[config.mk]
export PLATFORM = sky130hd
export DESIGN_NAME = cfil_top
export DESIGN_NICKNAME = d
export VERILOG_FILES = /design/src/rtl/cfil_pkg.sv /design/src/rtl/cfil_pulse.sv /design/src/rtl/cfil_top.sv
export VERILOG_INCLUDE_DIRS = /design/src /design/src/rtl
export SDC_FILE = /design/constraint.sdc
export NUM_CORES = 1
export LEC_CHECK = 0
export BUFFER_PORTS_ARGS = -buffer_cell sky130_fd_sc_hd__buf_4
export CELL_PAD_IN_SITES_DETAIL_PLACEMENT = 0
export CELL_PAD_IN_SITES_GLOBAL_PLACEMENT = 2
export CORE_MARGIN = 2
export CORE_UTILIZATION = 28
export CTS_CLUSTER_DIAMETER = 30
export DETAILED_ROUTE_END_ITERATION = 7
export PLACE_DENSITY_LB_ADDON = 0.1
export SYNTH_ARGS = -nofsm -noshare
export SYNTH_HDL_FRONTEND = slang
export SYNTH_SLANG_ARGS = --single-unit
[constraint.sdc]
create_clock -name pclk -period 2 [get_ports pclk]
set_input_delay 0.2 -clock pclk [delete_from_list [all_inputs] [get_ports pclk]]
set_output_delay 0.2 -clock pclk [all_outputs]
set_load 0.02 [all_outputs]
[src/rtl/cfil_cfg.svh]
// Constants for the charger fault interrupt logic.
`ifndef CFIL_CFG_SVH
`define CFIL_CFG_SVH
`define CFIL_ADDR_FLAG 12'h000
`define CFIL_ADDR_MASK 12'h004
`define CFIL_ADDR_STAT 12'h008
`define CFIL_ADDR_CTRL 12'h00c
`define CFIL_NSRC 8
`define CFIL_SRC_DONE 0
`define CFIL_SRC_ILIM 1
`define CFIL_SRC_DPPM 2
`define CFIL_SRC_VLOOP 3
`define CFIL_SRC_THERM 4
`define CFIL_SRC_PGOOD 5
`define CFIL_SRC_BOCP 6
`define CFIL_SRC_CV 7
`define CFIL_CTRL_START_OK 0
`define CFIL_CTRL_START_FAULT 1
`define CFIL_CTRL_DOUBLE 2
`define CFIL_CTRL_CHG_EN 3
`define CFIL_MASK_RESET 8'h00
`define CFIL_CLK_MHZ 100
`define CFIL_PULSE_US 128
`define CFIL_PULSE_CYC (`CFIL_PULSE_US * `CFIL_CLK_MHZ)
`endif

[src/rtl/cfil_pkg.sv]
// Types shared by the charger fault interrupt logic.
package cfil_pkg;
  typedef logic [7:0] cfil_src_t;
  typedef enum logic [1:0] {CFIL_WAIT, CFIL_RUN, CFIL_DEAD} cfil_start_e;
  typedef struct packed {
    logic done;
    logic rch;
    logic ilim;
    logic dppm;
    logic vloop;
    logic therm;
    logic pgood;
    logic bocp;
    logic cv;
  } cfil_stat_s;
  typedef struct packed {
    logic chg_enable;
    logic chg_paused;
    logic reduced_current;
    logic timer_reset;
    logic timer_double;
    logic battery_disconnect;
  } cfil_resp_s;
endpackage

[src/rtl/cfil_pulse.sv]
// Fixed-width interrupt pulse generator.
`timescale 1ns/1ps
`include "cfil_cfg.svh"
module cfil_pulse
  import cfil_pkg::*;
(
  input wire logic pclk,
  input wire logic presetn,
  input wire logic req,
  output logic busy,
  output logic pulse_start
);
  typedef struct packed {
    logic [13:0] cnt;
    logic pend;
  } cfil_pst_s;
  localparam logic [13:0] LEN = 14'(`CFIL_PULSE_CYC);
  cfil_pst_s st_r;
  cfil_pst_s st_nxt;
  logic start;

  always_comb begin
    st_nxt = st_r;
    start = 1'b0;
    if (req) begin
      st_nxt.pend = 1'b1;
    end
    if (st_r.cnt != 14'h0) begin
      st_nxt.cnt = st_r.cnt - 14'h1;
    end else if (st_r.pend || req) begin
      st_nxt.cnt = LEN;
      st_nxt.pend = 1'b0;
      start = 1'b1;
    end
  end

  always_ff @(posedge pclk or negedge presetn) begin
    if (!presetn) begin
      st_r <= '0;
    end else begin
      st_r <= st_nxt;
    end
  end

  assign busy = st_r.cnt != 14'h0;
  assign pulse_start = start;

  a_pulse_width: assert property (@(posedge pclk) disable iff (!presetn)
    $rose(busy) |-> busy [*8] ##1 (busy [*1]))
    else $error("pulse ended early");
endmodule

[src/rtl/cfil_top.sv]
// Charger fault flags, masking, interrupt pulses and charger responses.
`timescale 1ns/1ps
`include "cfil_cfg.svh"
module cfil_top
  import cfil_pkg::*;
(
  input wire logic pclk,
  input wire logic presetn,
  input wire logic psel,
  input wire logic penable,
  input wire logic pwrite,
  input wire logic [11:0] paddr,
  input wire logic [31:0] pwdata,
  output logic [31:0] prdata,
  output logic pready,
  output logic pslverr,
  input wire cfil_stat_s stat,
  output logic int_n_o,
  output logic int_n_oe,
  output logic irq,
  output cfil_resp_s resp
);
  // ----------------------------------------------------------------
  // State
  // ----------------------------------------------------------------
  typedef struct packed {
    cfil_start_e start;
    cfil_src_t flag;
    cfil_src_t mask;
    cfil_src_t live;
    logic [3:0] ctrl;
    cfil_stat_s prev;
    logic paused;
    logic [31:0] rdata;
    logic [8:0] stat_seen;
  } cfil_st_s;

  cfil_st_s st_r;
  cfil_st_s st_nxt;
  logic busy;
  logic pulse_start;
  logic fire;
  // Cycles that a granted event has waited for its pulse to start.
  // A counter is used because the worst wait is a whole pulse long.
  logic [14:0] wait_r;

  function automatic cfil_src_t live_vec(input cfil_stat_s s);
    cfil_src_t v;
    v = '0;
    v[`CFIL_SRC_DONE] = s.done;
    v[`CFIL_SRC_ILIM] = s.ilim;
    v[`CFIL_SRC_DPPM] = s.dppm;
    v[`CFIL_SRC_VLOOP] = s.vloop;
    v[`CFIL_SRC_THERM] = s.therm;
    v[`CFIL_SRC_PGOOD] = s.pgood;
    v[`CFIL_SRC_BOCP] = s.bocp;
    v[`CFIL_SRC_CV] = s.cv;
    return v;
  endfunction

  wire acc = psel && penable;
  wire wr = acc && pwrite;
  wire rd = acc && !pwrite;
  cfil_src_t cur;
  cfil_src_t old;
  cfil_src_t edge_ev;
  cfil_src_t newset;

  always_comb begin
    cur = live_vec(stat);
    old = live_vec(st_r.prev);
    edge_ev = cur & ~old;
    edge_ev[`CFIL_SRC_PGOOD] = cur[`CFIL_SRC_PGOOD] ^ old[`CFIL_SRC_PGOOD];
    newset = edge_ev & ~st_r.flag;
  end

  // ----------------------------------------------------------------
  // Next state
  // ----------------------------------------------------------------
  always_comb begin
    st_nxt = st_r;
    fire = 1'b0;
    st_nxt.prev = stat;
    st_nxt.live = cur;
    unique case (st_r.start)
      CFIL_WAIT: begin
        if (st_r.ctrl[`CFIL_CTRL_START_FAULT]) begin
          st_nxt.start = CFIL_DEAD;
        end else if (st_r.ctrl[`CFIL_CTRL_START_OK]) begin
          st_nxt.start = CFIL_RUN;
        end
      end
      CFIL_RUN: begin
      end
      CFIL_DEAD: begin
      end
    endcase
    if (wr) begin
      unique case (paddr)
        `CFIL_ADDR_MASK: st_nxt.mask = pwdata[7:0];
        `CFIL_ADDR_CTRL: st_nxt.ctrl = pwdata[3:0];
        default: begin
        end
      endcase
    end
    if (rd && paddr == `CFIL_ADDR_FLAG) begin
      st_nxt.flag = '0;
    end
    // Set wins over a clearing read in the same cycle.
    st_nxt.flag = st_nxt.flag | edge_ev;
    // masked sources silent; only fresh edges fire
    if (st_r.start == CFIL_RUN && |(newset & ~st_r.mask)) begin
      fire = 1'b1;
    end
    // pause on termination, resume on toggle or recharge
    if (edge_ev[`CFIL_SRC_DONE]) begin
      st_nxt.paused = 1'b1;
    end else if (stat.rch || edge_ev[`CFIL_SRC_PGOOD]
                 || (wr && paddr == `CFIL_ADDR_CTRL
                     && pwdata[`CFIL_CTRL_CHG_EN] != st_r.ctrl[`CFIL_CTRL_CHG_EN])) begin
      st_nxt.paused = 1'b0;
    end
    st_nxt.stat_seen = stat;
    // Read data is latched in the setup cycle and stands until the next read setup.
    if (psel && !penable && !pwrite) begin
      unique case (paddr)
        `CFIL_ADDR_FLAG: st_nxt.rdata = {24'h0, st_nxt.flag};
        `CFIL_ADDR_MASK: st_nxt.rdata = {24'h0, st_r.mask};
        `CFIL_ADDR_STAT: st_nxt.rdata = {24'h0, cur};
        `CFIL_ADDR_CTRL: st_nxt.rdata = {26'h0, st_r.start, st_r.ctrl[3:0]} >> 0;
        default: st_nxt.rdata = '0;
      endcase
    end
  end

  always_ff @(posedge pclk or negedge presetn) begin
    if (!presetn) begin
      st_r <= '{start: CFIL_WAIT, mask: `CFIL_MASK_RESET, ctrl: 4'h8, default: '0};
    end else begin
      st_r <= st_nxt;
    end
  end

  always_ff @(posedge pclk or negedge presetn) begin
    if (!presetn) begin
      wait_r <= 15'h0;
    end else if (pulse_start) begin
      wait_r <= 15'h0;
    end else if (fire || wait_r != 15'h0) begin
      wait_r <= wait_r + 15'h1;
    end
  end

  cfil_pulse u_pulse (
    .pclk(pclk),
    .presetn(presetn),
    .req(fire),
    .busy(busy),
    .pulse_start(pulse_start)
  );

  // ----------------------------------------------------------------
  // Outputs
  // ----------------------------------------------------------------
  // open drain low only while pulsing
  assign int_n_o = 1'b0;
  assign int_n_oe = busy;
  assign irq = |(st_r.flag & ~st_r.mask);
  assign prdata = st_r.rdata;
  assign pready = 1'b1;
  assign pslverr = 1'b0;

  always_comb begin
    resp = '0;
    // supply low disables charging and resets timer
    resp.chg_enable = st_r.ctrl[`CFIL_CTRL_CHG_EN] && stat.pgood && !stat.bocp && !st_r.paused;
    resp.chg_paused = st_r.paused;
    resp.battery_disconnect = stat.bocp;
    resp.timer_reset = !stat.pgood || edge_ev[`CFIL_SRC_DONE];
    resp.reduced_current = stat.ilim | stat.dppm | stat.vloop | stat.therm;
    resp.timer_double = resp.reduced_current && st_r.ctrl[`CFIL_CTRL_DOUBLE];
  end

  // ----------------------------------------------------------------
  // Checks
  // ----------------------------------------------------------------
  a_no_int_early: assert property (@(posedge pclk) disable iff (!presetn)
    st_r.start != CFIL_RUN |-> !fire)
    else $error("interrupt before valid start-up");
  a_masked_silent: assert property (@(posedge pclk) disable iff (!presetn)
    fire |-> |(edge_ev & ~st_r.flag & ~st_r.mask))
    else $error("pulse from masked source");
  a_event_pulses: assert property (@(posedge pclk) disable iff (!presetn)
    wait_r <= 15'd12801)
    else $error("event produced no pulse");
  a_unmask_quiet: assert property (@(posedge pclk) disable iff (!presetn)
    (edge_ev == '0) |-> !fire)
    else $error("pulse without fresh edge");
  a_flag_sticky: assert property (@(posedge pclk) disable iff (!presetn)
    (|st_r.flag && !(rd && paddr == `CFIL_ADDR_FLAG)) |=> (st_r.flag & $past(st_r.flag)) == $past(st_r.flag))
    else $error("flag lost without read");
  a_done_pause: assert property (@(posedge pclk) disable iff (!presetn)
    edge_ev[`CFIL_SRC_DONE] |=> st_r.paused)
    else $error("termination did not pause");
  a_ocp_off: assert property (@(posedge pclk) disable iff (!presetn)
    stat.bocp |-> !resp.chg_enable && resp.battery_disconnect)
    else $error("overcurrent did not disconnect");
  a_double_gate: assert property (@(posedge pclk) disable iff (!presetn)
    resp.timer_double |-> st_r.ctrl[`CFIL_CTRL_DOUBLE])
    else $error("timer doubled without option");
  a_pgood_flag: assert property (@(posedge pclk) disable iff (!presetn)
    $fell(stat.pgood) |=> st_r.flag[`CFIL_SRC_PGOOD])
    else $error("supply-good fall not flagged");
endmodule

==> impl_metrics.py <==
metrics = {
    "run_status": {
        "status": "complete, but fails checks",
        "violations": "negative setup slack",
    },
    "critical_path": {
        "arrival_ns": 1.83,
        "cp_cell_sequence": "or4_4 > nor4_4 > buf_6 > inv_2 > buf_6",
        "end_kind": "primary output",
        "slowest_stage": "or4_4",
        "cpPeakStageDelay_ns": 0.58,
        "critPathKind": "reg -> out",
        "crit_top_cell": "buf_6",
        "reg2reg_slack_ns": 0.06,
        "reg2reg_to": "u_pulse.st_r[12]",
        "crit-reg2reg-launch": "u_pulse.st_r[1]",
        "rr_worst_depth": 5,
        "path_max_fanout": 4,
        "cp-start-kind": "flop",
        "crit_required_ns": 1.80,
    },
    "placed_design": {
        "placedCellCount": 456,
        "dpl.hpwl_mm": 5.36,
        "place_congestion": 0.719,
        "port_buffers": 49,
        "dp_slack_ns": -0.0190,
    },
    "cells_and_area": {
        "stdcell_count": 467,
        "final_nets": 391,
        "syn_to_final_growth_pct": 20.6,
        "antenna_cells": 0,
        "drive_gt1_share_pct": 31.7,
        "utilization_pct": 34.6,
        "fillers": 1060,
    },
    "detailed_routing": {
        "ant_nets": 0,
        "viasPerCell": 4.53,
        "vias": 2115,
        "totalWireLength_mm": 7.19,
        "first_pass_iters": 4,
        "drc_errors": 0,
        "detail_route.wl_per_cell_um": 15.4,
        "drtIter0Drc": 60,
    },
    "sta": {
        "worst_slack_ns": -0.0306,
        "fmax_mhz": 492,
        "hold_viol": 0,
        "clock_skew_ns": 0.00748,
        "period_minus_slack_ns": 2.03,
        "relSlewSlack_pct": 52.1,
        "fin_crit_sh_pct": 102,
        "slew_viol_final": 0,
        "setup_violations": 1,
        "tightest_slew_ns": 0.719,
        "rsz0062_at_grt": "true",
        "whs_ns": 0.0238,
    },
    "pwr": {
        "switching_share_pct": 24.5,
        "p_int_mw": 1.59,
        "p_sw_uw": 514,
        "clockPowerShare_pct": 36.5,
        "power_mw": 2.10,
        "ir_worst_vdd_mv": 0.273,
        "leakage_nw": 1.68,
        "seqPwrFrac_pct": 52.9,
        "p_comb_share_pct": 10.6,
        "p_per_area_mw_per_mm2": 590,
    },
    "logic_synthesis": {
        "synth-edff-count": 0,
        "netlist_area_mm2": 0.00295,
        "ys_ff_latch": 54,
        "ys_warn_count": 0,
        "synth_cell_type_count": 51,
        "yosysTopAreaCellShare_pct": 45.0,
        "avgSynthCellArea_um2": 10.7,
        "synth_area_leaders": "dfrtp_1, buf_4, mux2_2",
        "synthArstFlopShare_pct": 100,
        "syn_inst": 275,
        "ys.flop_type": "dfrtp_1",
        "yosysTopAreaCell": "dfrtp_1",
        "yosysSeqAreaShare_pct": 45.8,
    },
    "floorplanning": {
        "die_y_um": 107,
        "num_rows": 37,
        "initial_utilization_pct": 28.7,
        "core_mm2": 0.0103,
        "io_pins": 101,
        "dieArea_mm2": 0.0114,
        "die_w_um": 107,
    },
    "grt": {
        "overflow": 0,
        "grt_start_max_net_pins": 55,
        "track_usage_pct": 13.5,
        "grt_pass1_vias": 2088,
        "antenna_found_initial": 0,
        "grt_pass1_wl_mm": 11.7,
    },
    "min_path": {
        "whs_endpoint": "old[7]",
        "holdCritPathClass": "in -> reg",
        "whs_path_depth": 1,
        "worstHoldStart": "stat[0]",
    },
    "cts": {
        "root_buffer": "clkbuf_8",
        "cts.sinks": 54,
        "clock_latency_ns": 0.31,
        "cts_tree": "done",
        "clock_path_buffers": 2,
        "clkTransAtPathRegs_ns": 0.10,
        "numCtsBuffers": 5,
        "h-tree-depth": 2,
    },
    "job": {
        "cap_violations": 0,
    },
}
kinds of logic (layout without fill, tap and decap cells):
kind of cell / Yosys count / in the layout / share of synthesized area, %
fa+ha+maj: 2 / 2 / 0.848
flops: 54 / 54 / 45.8
simple gates: 77 / 77 / 16.2
compound gates: 51 / 51 / 13.9
other cells: 2 / 27 / 0.255
mux: 20 / 20 / 7.29
xor+xnor: 10 / 10 / 2.97
buf+inv: 59 / 90 / 12.8
cell usage in the layout, fill, tap and decap left out, types with 3 or more instances in the layout:
| master | count |
|---|---|
| xor2_1 | 5 |
| dfrtp_1 | 53 |
| inv_1 | 11 |
| o221ai_1 | 6 |
| inv_2 | 3 |
| nor3_1 | 5 |
| nor4_1 | 5 |
| o22ai_1 | 4 |
| buf_4 | 66 |
| nor2b_1 | 10 |
| clkbuf_8 | 6 |
| a22o_1 | 8 |
| mux2_2 | 12 |
| nand2_1 | 14 |
| xnor2_1 | 5 |
| a21oi_1 | 7 |
| nor2_1 | 11 |
| or4_4 | 3 |
| a21o_1 | 8 |
| o21ai_0 | 5 |
| conb_1 | 27 |
| mux2i_1 | 8 |
| nor4b_1 | 6 |
| or4_1 | 4 |
final cells by class:
type	instances	area [µm²]	area share, %
clock buffers	6	82.6	2.32
clock inverters	1	30.0	0.844
inverters	14	52.6	1.48
multi-input cells	187	1340	37.7
flip-flops and latches	54	1350	38.0
well taps	136	170	4.78
repair buffers	69	528	14.8
synth_stat cells (all sizes together) (4+ instances only):
library cell and n:
a21o 8, a21oi 7, a22o 8, buf 40, clkbuf 5, dfrtp 53
inv 14, mux2 12, mux2i 8, nand2 14, nor2 12, nor2b 10
nor3 6, nor4 6, nor4b 6, o21ai 5, o221ai 6, o22ai 4
or4 7, xnor2 5, xor2 5
worst max-delay path by stage:
stage,startpoint,endpoint,slack [ns],cells past startpoint
4_1_cts,u_pulse.st_r[12],int_n_oe,-0.09,5
2_1_floorplan,u_pulse.st_r[1],u_pulse.st_r[1],0.08,7
6_report,u_pulse.st_r[12],int_n_oe,-0.03,5
3_5_place_dp,u_pulse.st_r[1],u_pulse.st_r[12],-0.02,5
5_1_grt,u_pulse.st_r[1],int_n_oe,-0.13,7
3_3_place_gp,u_pulse.st_r[1],int_n_oe,-0.003,7
flip-flops by register name (all words and copies together), names as in the netlist:
register / cells
st_r: 22
prdata: 8
old: 8
resp: 1
u_pulse.st_r: 15
worst max-delay path, delay by kind of cell, from the launching register on:
| family | cells | cell delay (ns) |
|---|---|---|
| simple gates | 2 | 0.81 |
| flops | 1 | 0.43 |
| buf+inv | 3 | 0.28 |
metal layers:
metal  vias up  part of all wire (%)  wire length (µm)  track usage (%)
met4         0                  0.53                38             3.34
met5         -                     0                 0                0
met3         2                   5.7               410             2.61
met1      1019                    50              3570             20.9
met2        67                    44              3170             19.3
li1       1027                     -                 -                -
repair_timing:
| item | 4_1_cts | 5_1_grt |
|---|---|---|
| pin swaps | 1 | 2 |
| buffers inserted | 3 | 0 |
| setup endpoints to repair | 3 | 8 |
| hold buffers | 1 | 0 |
| gates resized for setup | 7 | 4 |
| endpoints found under the hold margin | 53 | 0 |
metrics by stage:
stage,TNS (ns),area (µm²)
2_1_floorplan,0,3040
3_3_place_gp,-0.00340,3380
3_5_place_dp,-0.0282,3380
4_1_cts,-0.169,3550
5_1_grt,-0.224,3560
6_report,-0.0306,3560
power groups by stage:
stage          Sequential, mW  Combinational, mW  Clock, mW
2_1_floorplan            1.13              0.150          0
3_3_place_gp             1.13              0.225          0
3_5_place_dp             1.13              0.226          0
4_1_cts                  1.11              0.228      0.807
5_1_grt                  1.11              0.248      0.848
6_report                 1.11              0.222      0.767
Power figures use the tool's default switching activity.
